<file path="src/hw/fdp_pkg.sv">
package fdp_pkg;

	// Bus and flash widths
	localparam int FDP_WB_AW    = 8;
	localparam int FDP_FLASH_AW = 16;
	localparam int FDP_DW       = 32;

	// Register byte offsets on the Wishbone slave
	localparam logic [7:0] FDP_CTRL_OFS   = 8'h00;
	localparam logic [7:0] FDP_PROT_OFS   = 8'h04;
	localparam logic [7:0] FDP_ROW_WP_OFS = 8'h08;
	localparam logic [7:0] FDP_ROW_RP_OFS = 8'h0C;
	localparam logic [7:0] FDP_STAT_OFS   = 8'h10;

	// Field positions
	localparam int FDP_CTRL_DBGEN_BIT = 0;
	localparam int FDP_STAT_ERASE_BIT = 0;
	localparam int FDP_STAT_BUSY_BIT  = 1;
	localparam int FDP_STAT_DENY_BIT  = 2;
	localparam int FDP_STAT_LOAD_BIT  = 3;

	// Reset values
	localparam logic FDP_DBGEN_RST = 1'b1;

	// Row protection geometry
	localparam int FDP_ROWS    = 16;
	localparam int FDP_ROW_LSB = 7;

	// Flash timing: zero wait states up to this clock rate
	localparam int FDP_CLK_KHZ = 100000;
	localparam int FDP_ZWS_KHZ = 24000;
	localparam int FDP_READ_WS =
		(FDP_CLK_KHZ + FDP_ZWS_KHZ - 1) / FDP_ZWS_KHZ - 1;

	// Chip-level protection state
	typedef enum logic [2:0] {
		FDP_OPEN = 3'h1,
		FDP_PROT = 3'h2,
		FDP_KILL = 3'h4
	} fdp_prot_t;

	// Flash operations
	typedef enum logic [1:0] {
		FDP_OP_READ      = 2'h0,
		FDP_OP_WRITE     = 2'h1,
		FDP_OP_ERASE_ROW = 2'h2,
		FDP_OP_ERASE_ALL = 2'h3
	} fdp_op_t;

	// Access sequencer states
	typedef enum logic [3:0] {
		FDP_F_LOAD = 4'h1,
		FDP_F_IDLE = 4'h2,
		FDP_F_BUSY = 4'h4,
		FDP_F_RESP = 4'h8
	} fdp_fsm_t;

	typedef struct packed {
		logic                    valid;
		fdp_op_t                 op;
		logic [FDP_FLASH_AW-1:0] addr;
		logic [FDP_DW-1:0]       wdata;
	} fdp_req_t;

	typedef struct packed {
		logic              ack;
		logic              err;
		logic [FDP_DW-1:0] rdata;
	} fdp_rsp_t;

	typedef struct packed {
		logic                 cyc;
		logic                 stb;
		logic                 we;
		logic [3:0]           sel;
		logic [FDP_WB_AW-1:0] adr;
		logic [FDP_DW-1:0]    dat;
	} fdp_wb_req_t;

	typedef struct packed {
		logic              ack;
		logic [FDP_DW-1:0] dat;
	} fdp_wb_rsp_t;

endpackage

</file>
<file path="src/hw/fdp_gate.sv">
`timescale 1ns/1ps
// Permission check for one flash request
module fdp_gate
	import fdp_pkg::*;
#(
	parameter int ROWS    = FDP_ROWS,
	parameter int ROW_LSB = FDP_ROW_LSB
) (
	input  wire fdp_prot_t        prot_i,
	input  wire logic             dbg_en_i,
	input  wire logic             from_dbg_i,
	input  wire fdp_req_t         req_i,
	input  wire logic [ROWS-1:0]  row_wp_i,
	input  wire logic [ROWS-1:0]  row_rp_i,
	output      logic             allow_o
);

	localparam int RW = (ROWS > 1) ? $clog2(ROWS) : 1;

	// Row index taken from the flash address
	function automatic logic [RW-1:0] row_of(
		input logic [FDP_FLASH_AW-1:0] a);
		row_of = a[ROW_LSB +: RW];
	endfunction

	logic [RW-1:0] row;
	logic          chip_ok;
	logic          row_ok;

	assign row = row_of(req_i.addr);

	// Probe passes only in open state with debug on
	always_comb begin
		chip_ok = 1'b1;
		if (from_dbg_i) begin
			chip_ok = dbg_en_i && (prot_i == FDP_OPEN); // RQ3 RQ5 RQ7 RQ8
		end
	end

	// Row bits apply to both sources; mass erase clears them anyway
	always_comb begin
		unique case (req_i.op)
			FDP_OP_READ:      row_ok = !row_rp_i[row]; // RQ9
			FDP_OP_WRITE:     row_ok = !row_wp_i[row]; // RQ9
			FDP_OP_ERASE_ROW: row_ok = !row_wp_i[row]; // RQ9
			FDP_OP_ERASE_ALL: row_ok = 1'b1;
		endcase
	end

	// Internal callers ignore chip state
	assign allow_o = chip_ok && row_ok; // RQ10

endmodule

</file>
<file path="src/hw/fdp_ctrl.sv">
// The implementer's own choices: the address map and the Wishbone register port.
`timescale 1ns/1ps
// Overview of operation
// RQ1: Debug is enabled by every reset and only firmware can turn it off.
// RQ2: Debug comes back only after a full erase with protection cleared.
// RQ3: Maximum security blocks all external program, debug and test paths.
// RQ4: The protection state is open by default after shipping.
// RQ5: Open may go to protected, which refuses every probe access.
// RQ6: Protected returns to open only after a complete flash erase.
// RQ7: Open may go to kill, which blocks debug and can never be left.
// RQ8: In kill an erase from outside the chip is rejected.
// RQ9: Per-row bits block writes to a row and optionally its reads.
// RQ10: Internal flash calls are served whatever the protection state.
// RQ11: Flash reads have no wait states at a 24 MHz clock.
// RQ12: Any protection change other than the three legal ones is ignored.
// RQ13: Protection state and row bits live in nonvolatile storage.
module fdp_ctrl
	import fdp_pkg::*;
#(
	parameter int ROWS    = FDP_ROWS,
	parameter int ROW_LSB = FDP_ROW_LSB,
	parameter int READ_WS = FDP_READ_WS
) (
	input  wire  logic            clk_i,
	input  wire  logic            rst_i,
	input  wire  fdp_wb_req_t     wb_req_i,
	output       fdp_wb_rsp_t     wb_rsp_o,
	input  wire  fdp_req_t        sys_req_i,
	output       fdp_rsp_t        sys_rsp_o,
	input  wire  fdp_req_t        dbg_req_i,
	output       fdp_rsp_t        dbg_rsp_o,
	output       fdp_req_t        fl_req_o,
	input  wire  logic [31:0]     fl_rdata_i,
	input  wire  logic            fl_done_i,
	input  wire  logic            nv_valid_i,
	input  wire  logic [2:0]      nv_prot_i,
	input  wire  logic [ROWS-1:0] nv_row_wp_i,
	input  wire  logic [ROWS-1:0] nv_row_rp_i,
	output       logic            nv_wr_o,
	output       logic [2:0]      nv_prot_o,
	output       logic [ROWS-1:0] nv_row_wp_o,
	output       logic [ROWS-1:0] nv_row_rp_o,
	output       logic [2:0]      prot_state_o,
	output       logic            dbg_en_o,
	output       logic            test_if_en_o
);

	localparam int WS_W = (READ_WS > 0) ? $clog2(READ_WS + 1) : 1;
	localparam logic [WS_W-1:0] WS_LAST = WS_W'(READ_WS);
	localparam int RD_LAT = READ_WS + 1;

	typedef struct packed {
		fdp_fsm_t                fsm;
		fdp_prot_t               prot;
		logic                    dbg_en;
		logic [ROWS-1:0]         row_wp;
		logic [ROWS-1:0]         row_rp;
		logic                    erased;
		logic                    deny;
		logic                    src_dbg;
		fdp_op_t                 op;
		logic [FDP_FLASH_AW-1:0] addr;
		logic [31:0]             wdata;
		logic [WS_W-1:0]         wcnt;
		logic                    rsp_err;
		logic [31:0]             rdata;
		logic                    wb_ack;
		logic [31:0]             wb_dat;
		logic                    nv_wr;
	} fdp_st_t;

	fdp_st_t  s_q;
	fdp_st_t  s_d;
	fdp_req_t pick;
	logic     allow;
	logic     loaded;
	logic     wb_hit;
	logic     wb_wr;
	logic     deny_set;
	logic [2:0] req_prot;

	// Byte-lane merge for Wishbone writes
	function automatic logic [31:0] lane_merge(input logic [31:0] old,
		input logic [31:0] dat, input logic [3:0] sel);
		logic [31:0] m;
		m = {{8{sel[3]}}, {8{sel[2]}}, {8{sel[1]}}, {8{sel[0]}}};
		lane_merge = (old & ~m) | (dat & m);
	endfunction

	// Register read decode; unmapped words read as zero
	function automatic logic [31:0] rd_word(input logic [7:0] a,
		input fdp_st_t s);
		rd_word = 32'h0000_0000;
		unique case (a)
			FDP_CTRL_OFS:   rd_word[FDP_CTRL_DBGEN_BIT] = s.dbg_en;
			FDP_PROT_OFS:   rd_word[2:0] = s.prot;
			FDP_ROW_WP_OFS: rd_word = 32'(s.row_wp);
			FDP_ROW_RP_OFS: rd_word = 32'(s.row_rp);
			FDP_STAT_OFS: begin
				rd_word[FDP_STAT_ERASE_BIT] = s.erased;
				rd_word[FDP_STAT_BUSY_BIT]  = (s.fsm == FDP_F_BUSY);
				rd_word[FDP_STAT_DENY_BIT]  = s.deny;
				rd_word[FDP_STAT_LOAD_BIT]  = (s.fsm != FDP_F_LOAD);
			end
			default:        rd_word = 32'h0000_0000;
		endcase
	endfunction

	// Internal calls win arbitration over the probe
	assign pick   = sys_req_i.valid ? sys_req_i : dbg_req_i;
	assign loaded = (s_q.fsm != FDP_F_LOAD);
	assign wb_hit = wb_req_i.cyc && wb_req_i.stb;
	// Writes land on the edge where the master sees ack
	assign wb_wr    = wb_hit && wb_req_i.we && s_q.wb_ack;
	assign req_prot = wb_req_i.dat[2:0];

	fdp_gate #(
		.ROWS    (ROWS),
		.ROW_LSB (ROW_LSB)
	) u_gate (
		.prot_i     (s_q.prot),
		.dbg_en_i   (s_q.dbg_en),
		.from_dbg_i (!sys_req_i.valid),
		.req_i      (pick),
		.row_wp_i   (s_q.row_wp),
		.row_rp_i   (s_q.row_rp),
		.allow_o    (allow)
	);

	// Next-state logic for registers, protection and the access sequencer
	always_comb begin
		s_d      = s_q;
		s_d.nv_wr = 1'b0;
		deny_set = 1'b0;
		// Registered ack gives one wait cycle and drops after one cycle
		s_d.wb_ack = wb_hit && !s_q.wb_ack;
		if (wb_hit && !s_q.wb_ack) begin
			s_d.wb_dat = rd_word(wb_req_i.adr, s_q);
		end
		// Deny flag clears on write-one; a new denial below still wins
		if (wb_wr && wb_req_i.adr == FDP_STAT_OFS && wb_req_i.sel[0] &&
			wb_req_i.dat[FDP_STAT_DENY_BIT]) begin
			s_d.deny = 1'b0;
		end
		// Firmware may drop debug any time; raising needs a clean part
		if (wb_wr && wb_req_i.adr == FDP_CTRL_OFS && wb_req_i.sel[0]) begin
			if (!wb_req_i.dat[FDP_CTRL_DBGEN_BIT]) begin
				s_d.dbg_en = 1'b0; // RQ1
			end else if (!s_q.dbg_en) begin
				if (s_q.erased && s_q.prot == FDP_OPEN) begin
					s_d.dbg_en = 1'b1; // RQ2
				end else begin
					deny_set = 1'b1; // RQ2
				end
			end
		end
		// Protection changes: only the three legal steps are taken
		if (wb_wr && wb_req_i.adr == FDP_PROT_OFS && wb_req_i.sel[0] &&
			loaded) begin
			if (s_q.prot == FDP_OPEN && req_prot == FDP_PROT) begin
				s_d.prot  = FDP_PROT; // RQ5
				s_d.nv_wr = 1'b1; // RQ13
			end else if (s_q.prot == FDP_OPEN && req_prot == FDP_KILL) begin
				s_d.prot  = FDP_KILL; // RQ7
				s_d.nv_wr = 1'b1; // RQ13
			end else if (s_q.prot == FDP_PROT && req_prot == FDP_OPEN &&
				s_q.erased) begin
				s_d.prot  = FDP_OPEN; // RQ6
				s_d.nv_wr = 1'b1; // RQ13
			end else begin
				deny_set = 1'b1; // RQ12
			end
		end
		// Row-bit register writes are refused outside the open state
		if (wb_wr && loaded && (wb_req_i.adr == FDP_ROW_WP_OFS ||
			wb_req_i.adr == FDP_ROW_RP_OFS)) begin
			if (s_q.prot == FDP_OPEN) begin
				if (wb_req_i.adr == FDP_ROW_WP_OFS) begin
					s_d.row_wp = ROWS'(lane_merge(32'(s_q.row_wp),
						wb_req_i.dat, wb_req_i.sel)); // RQ9
				end else begin
					s_d.row_rp = ROWS'(lane_merge(32'(s_q.row_rp),
						wb_req_i.dat, wb_req_i.sel)); // RQ9
				end
				s_d.nv_wr = 1'b1; // RQ13
			end else begin
				deny_set = 1'b1;
			end
		end
		// Access sequencer
		unique case (s_q.fsm)
			FDP_F_LOAD: begin
				// Unknown stored codes fall back to the safest state
				if (nv_valid_i) begin
					unique case (nv_prot_i)
						FDP_OPEN: s_d.prot = FDP_OPEN; // RQ13
						FDP_PROT: s_d.prot = FDP_PROT; // RQ13
						default:  s_d.prot = FDP_KILL;
					endcase
					s_d.row_wp = nv_row_wp_i; // RQ13
					s_d.row_rp = nv_row_rp_i; // RQ13
					s_d.fsm    = FDP_F_IDLE;
				end
			end
			FDP_F_IDLE: begin
				if (pick.valid) begin
					s_d.src_dbg = !sys_req_i.valid;
					s_d.op      = pick.op;
					s_d.addr    = pick.addr;
					s_d.wdata   = pick.wdata;
					s_d.wcnt    = '0;
					s_d.rdata   = 32'h0000_0000;
					if (allow) begin
						s_d.rsp_err = 1'b0; // RQ10
						s_d.fsm     = FDP_F_BUSY;
					end else begin
						s_d.rsp_err = 1'b1; // RQ5 RQ8
						deny_set    = 1'b1;
						s_d.fsm     = FDP_F_RESP;
					end
				end
			end
			FDP_F_BUSY: begin
				if (s_q.op == FDP_OP_READ) begin
					// Read data is sampled after the fixed wait count
					if (s_q.wcnt == WS_LAST) begin
						s_d.rdata = fl_rdata_i; // RQ11
						s_d.fsm   = FDP_F_RESP;
					end else begin
						s_d.wcnt = s_q.wcnt + WS_W'(1);
					end
				end else if (fl_done_i) begin
					s_d.fsm = FDP_F_RESP;
					if (s_q.op == FDP_OP_ERASE_ALL) begin
						// Mass erase also clears row protection
						s_d.erased = 1'b1; // RQ2 RQ6
						s_d.row_wp = '0;
						s_d.row_rp = '0;
						s_d.nv_wr  = 1'b1; // RQ13
					end else begin
						s_d.erased = 1'b0;
					end
				end
			end
			FDP_F_RESP: begin
				s_d.fsm = FDP_F_IDLE;
			end
			default: begin
				s_d.fsm = FDP_F_LOAD;
			end
		endcase
		if (deny_set) begin
			s_d.deny = 1'b1;
		end
	end

	// State register; reset opens the part with debug on
	always_ff @(posedge clk_i) begin
		if (rst_i) begin
			s_q        <= '0;
			s_q.fsm    <= FDP_F_LOAD;
			s_q.prot   <= FDP_OPEN; // RQ4
			s_q.dbg_en <= FDP_DBGEN_RST; // RQ1
		end else begin
			s_q <= s_d;
		end
	end

	// Outputs straight from state
	assign wb_rsp_o.ack    = s_q.wb_ack;
	assign wb_rsp_o.dat    = s_q.wb_dat;
	assign sys_rsp_o.ack   = (s_q.fsm == FDP_F_RESP) && !s_q.src_dbg;
	assign sys_rsp_o.err   = s_q.rsp_err;
	assign sys_rsp_o.rdata = s_q.rdata;
	assign dbg_rsp_o.ack   = (s_q.fsm == FDP_F_RESP) && s_q.src_dbg;
	assign dbg_rsp_o.err   = s_q.rsp_err;
	assign dbg_rsp_o.rdata = s_q.rdata;
	assign fl_req_o.valid  = (s_q.fsm == FDP_F_BUSY);
	assign fl_req_o.op     = s_q.op;
	assign fl_req_o.addr   = s_q.addr;
	assign fl_req_o.wdata  = s_q.wdata;
	assign nv_wr_o         = s_q.nv_wr;
	assign nv_prot_o       = s_q.prot;
	assign nv_row_wp_o     = s_q.row_wp;
	assign nv_row_rp_o     = s_q.row_rp;
	assign prot_state_o    = s_q.prot;
	// Debug logic is off until the stored state is known
	assign dbg_en_o = s_q.dbg_en && loaded && s_q.prot == FDP_OPEN;
	// Test paths die for good in the kill state
	assign test_if_en_o = loaded && s_q.prot != FDP_KILL; // RQ3
endmodule

</file>
<file path="config.mk">
export PLATFORM = sky130hd
export DESIGN_NAME = fdp_ctrl
export DESIGN_NICKNAME = d
export VERILOG_FILES = /design/src/hw/fdp_pkg.sv /design/src/hw/fdp_gate.sv /design/src/hw/fdp_ctrl.sv
export SDC_FILE = /design/constraint.sdc
export NUM_CORES = 1
export LEC_CHECK = 0
export BUFFER_PORTS_ARGS = -buffer_cell sky130_fd_sc_hd__buf_2
export CAP_MARGIN = 20
export CORE_AREA = 2 2 162 164
export CTS_BUF_LIST = sky130_fd_sc_hd__clkbuf_4
export DETAILED_ROUTE_END_ITERATION = 6
export DIE_AREA = 0 0 164 166
export SYNTH_ARGS = -nofsm -noshare
export SYNTH_HDL_FRONTEND = slang
export SYNTH_SLANG_ARGS = --single-unit
</file>
<file path="constraint.sdc">
create_clock -name clk_i -period 3.2 [get_ports clk_i]
set_clock_uncertainty 0.05 [all_clocks]
set_input_delay 0.64 -clock clk_i [delete_from_list [all_inputs] [get_ports clk_i]]
set_output_delay 0.64 -clock clk_i [all_outputs]
set_load 0.005 [all_outputs]
</file>
==> insert_results.sql <==
INSERT INTO impl_metrics (metric_group, metric, value, unit) VALUES
('pwr', 'power.ir.vdd_worst', '0.236', 'mV'),
('route', 'vias_per_cell', '4.77', ''),
('clock_network', 'cts_inserted_buffers', '17', ''),
('clock_network', 'cts.hold.buffers_added', '0', ''),
('clock_network', 'clock_insertion_delay_worst_skew', '0.56', 'ns'),
('setup_path', 'critical_path_peak_fanout', '7', ''),
('hold_path', 'hold_start', 'nv_row_wp_i[6]', ''),
('route', 'detail_route.wl_per_cell', '15.8', 'um'),
('die', 'pin_count', '413', ''),
('die', 'die_w', '164', 'um'),
('pwr', 'p_per_area', '408', 'nW/um2'),
('clock_network', 'clk_root_buffer_cell', 'sky130_fd_sc_hd__clkbuf_4', ''),
('clock_network', 'tritoncts', 'built', ''),
('yosys', 'asyncSetResetFlopFracSynth', '0', '%'),
('run_status', 'outcome', 'finished, final reports clean', ''),
('sta', 'timing.max_slew.rel_slack', '47.9', '%'),
('yosys', 'avg_inst_size_synth', '8.45', 'um2'),
('yosys', 'synth_enable_flop_cells', '0', ''),
('clock_network', 'post_cts_resized', '0', ''),
('yosys', 'synth_cell_types', '59', ''),
('layout', 'final_cells', '1529', ''),
('pwr', 'power.static_leakage', '4.40', 'nW'),
('yosys', 'seq_area_frac_synth', '35.1', '%'),
('sta', 'report.final.slew_viol_count', '0', ''),
('run', 'maxCapViolCount', '0', ''),
('sta', 'fmax', '366', 'MHz'),
('grt', 'grt_antenna_before_repair', '4', ''),
('pwr', 'power.clock.fraction', '34.9', '%'),
('route', 'postRouteWirelength', '24200', 'um'),
('yosys', 'synth-compound-area-share', '17.2', '%'),
('yosys', 'synth_top_area_cell', 'sky130_fd_sc_hd__dfxtp_1', ''),
('placed_design', 'port_buf_inserts', '378', ''),
('route', 'iteration_0_drc_count_of_the_detailed_router', '358', ''),
('placed_design', 'dp_cells', '1495', ''),
('sta', 'final-setup-viol-count', '0', ''),
('clock_network', 'htreeDepth', '4', ''),
('die', 'core.rowCount', '59', ''),
('yosys', 'syn_inst', '992', ''),
('pwr', 'comb_power_share', '15.0', '%'),
('pwr', 'sw_frac_of_total', '28.2', '%'),
('sta', 'number_of_hold_slack_violations_in_the_final_timing_report', '0', ''),
('setup_path', 'critPathRequiredTime', '2.51', 'ns'),
('die', 'floorplan.initialDensity', '32.7', '%'),
('pwr', 'cellInternalPower', '2.82', 'mW'),
('yosys', 'synth_seq_cells', '147', ''),
('clock_network', 'clkTransAtPathRegs', '0.15', 'ns'),
('die', 'floorplan.core_area', '25600', 'um2'),
('pwr', 'net_sw_power', '1.11', 'mW'),
('layout', 'final_design_area_excluding_fillers', '9620', 'um2'),
('route', 'route.vias.total', '7300', ''),
('layout', 'post_route_cells_drive_above_1_share', '37.6', '%'),
('yosys', 'yosys_most_used_dff', 'sky130_fd_sc_hd__dfxtp_1', ''),
('grt', 'grt.overflow.total', '0', ''),
('clock_network', 'cts_post_setup_buffers_inserted', '0', ''),
('yosys', 'netlist.area_leader.share', '35.1', '%'),
('setup_path', 'cp-startpoint', 'nv_prot_o[0]$_SDFF_PP1_', ''),
('sta', 'final_min_period', '2.73', 'ns'),
('setup_path', 'worst_r2r_startpoint', 'nv_prot_o[0]$_SDFF_PP1_', ''),
('yosys', 'synthSimpleGateAreaFrac', '16.3', '%'),
('sta', 'timing.final.crit_share', '85.3', '%'),
('route', 'drt_pre_antenna_iters', '4', ''),
('layout', 'final_net_count', '1403', ''),
('yosys', 'mappedNetlistArea', '8380', 'um2'),
('die', 'die_height', '166', 'um'),
('grt', 'vias_in_the_first_global_route', '6698', ''),
('setup_path', 'worst_setup_sp_type', 'flip-flop', ''),
('hold_path', 'min_path_type', 'in -> reg', ''),
('clock_network', 'numClockSinks', '147', ''),
('yosys', 'synthTopCellsByArea', 'sky130_fd_sc_hd__dfxtp_1, sky130_fd_sc_hd__buf_4, sky130_fd_sc_hd__mux2i_1', ''),
('pwr', 'power.sequential.fraction', '50.1', '%'),
('placed_design', 'dp_hpwl', '18500', 'um');
## synthesized netlist by cell type, drive strengths merged (6+ instances only)
library cell / number
a211oi: 54
a21oi: 16
a221oi: 16
a22oi: 37
buf: 204
clkbuf: 39
dfxtp: 147
inv: 15
mux2i: 83
nand2: 64
nand3: 9
nor2: 129
nor2b: 27
nor3: 22
nor4b: 6
o21ai: 47
o22ai: 11
## stage by stage
| step | util (%) | hold WS [ns] | power, mW |
|---|---|---|---|
| final | 37.6 | 0.221 | 3.93 |
| after floorplan | - | 0.382 | 2.38 |
| after detailed placement | 36.3 | 0.398 | 2.60 |
| after global routing | 37.6 | 0.187 | 4.13 |
| after CTS | 37.5 | 0.176 | 3.99 |
| after global placement | 36.3 | 0.393 | 2.59 |
## cell type report
type / instances / area (um2)
clock inverter: 12 / 179
inverter: 15 / 56.3
clock buffer: 20 / 150
multi-input combinational: 602 / 3830
sequential: 147 / 2940
antenna: 2 / 5.00
fill: 2700 / 16000
timing repair buffer: 396 / 2040
tap: 335 / 419
## cell usage in the layout (no fill, tap or decap), types with 8 or more instances in the layout
cell type and n:
sky130_fd_sc_hd__nand2_1 64, sky130_fd_sc_hd__nand3_1 8, sky130_fd_sc_hd__mux2i_1 83, sky130_fd_sc_hd__a22oi_1 37, sky130_fd_sc_hd__a221oi_1 16, sky130_fd_sc_hd__nor2b_1 27
sky130_fd_sc_hd__nor2_1 125, sky130_fd_sc_hd__nor3_1 20, sky130_fd_sc_hd__buf_4 19, sky130_fd_sc_hd__conb_1 16, sky130_fd_sc_hd__dfxtp_1 147, sky130_fd_sc_hd__inv_1 15
sky130_fd_sc_hd__o21ai_0 16, sky130_fd_sc_hd__buf_2 376, sky130_fd_sc_hd__a211oi_1 54, sky130_fd_sc_hd__o21ai_1 31, sky130_fd_sc_hd__clkbuf_4 20, sky130_fd_sc_hd__o22ai_1 11
sky130_fd_sc_hd__a21oi_1 15
## cells by family (layout without fill, tap and decap cells)
| group | after synthesis | in the layout |
|---|---|---|
| other | 1 | 18 |
| AOI/OAI and AO/OA | 209 | 209 |
| xor gates and xnor gates | 4 | 4 |
| adders and majority gates | 4 | 4 |
| and+or+nand+nor | 284 | 284 |
| buffers and inverters | 258 | 443 |
| DFF | 147 | 147 |
| muxes | 85 | 85 |
## metal layers
layer  GRT usage [%]  share of wire (%)  up-vias
met5               0              0.054        -
met2            30.1                 50      265
li1                -                  -     3663
met3            4.10                6.6       19
met4            4.84                1.3        2
met1            20.9                 42     3351
## path summary, 6_finish.rpt
check / slack (ns) / cells after the start / end
worst max-delay path: 0.47 / 4 / dbg_en_o
worst min-delay path: 0.22 / 3 / nv_row_wp_o[6]$_SDFF_PP0_
worst max register to register: 0.59 / 6 / s_q[162]$_SDFFE_PP0P_
worst min register to register: 0.42 / 2 / wb_rsp_o[2]$_SDFFE_PP0P_
## flip-flops by register name (all words and copies together) (netlist names)
signal,count
fl_req_o,50
s_q,11
nv_row_rp_o,16
nv_row_wp_o,16
nv_prot_o,3
dbg_rsp_o,33
wb_rsp_o,17
nv_wr_o,1
## power groups by stage
stage	clock, mW	combinational (mW)	sequential, mW
after global placement	0	0.588	2.01
final	1.37	0.590	1.97
after global routing	1.50	0.657	1.98
after CTS	1.43	0.596	1.97
after detailed placement	0	0.594	2.01
after floorplan	0	0.408	1.98
## critical path: stages (launching register included)
cell	delay, ns
sky130_fd_sc_hd__dfxtp_1	0.52
sky130_fd_sc_hd__nor3b_1	0.61
sky130_fd_sc_hd__nand2_1	0.15
sky130_fd_sc_hd__nor2_1	0.10
sky130_fd_sc_hd__buf_2	0.12
No activity file was read; power rests on OpenSTA's default activity.
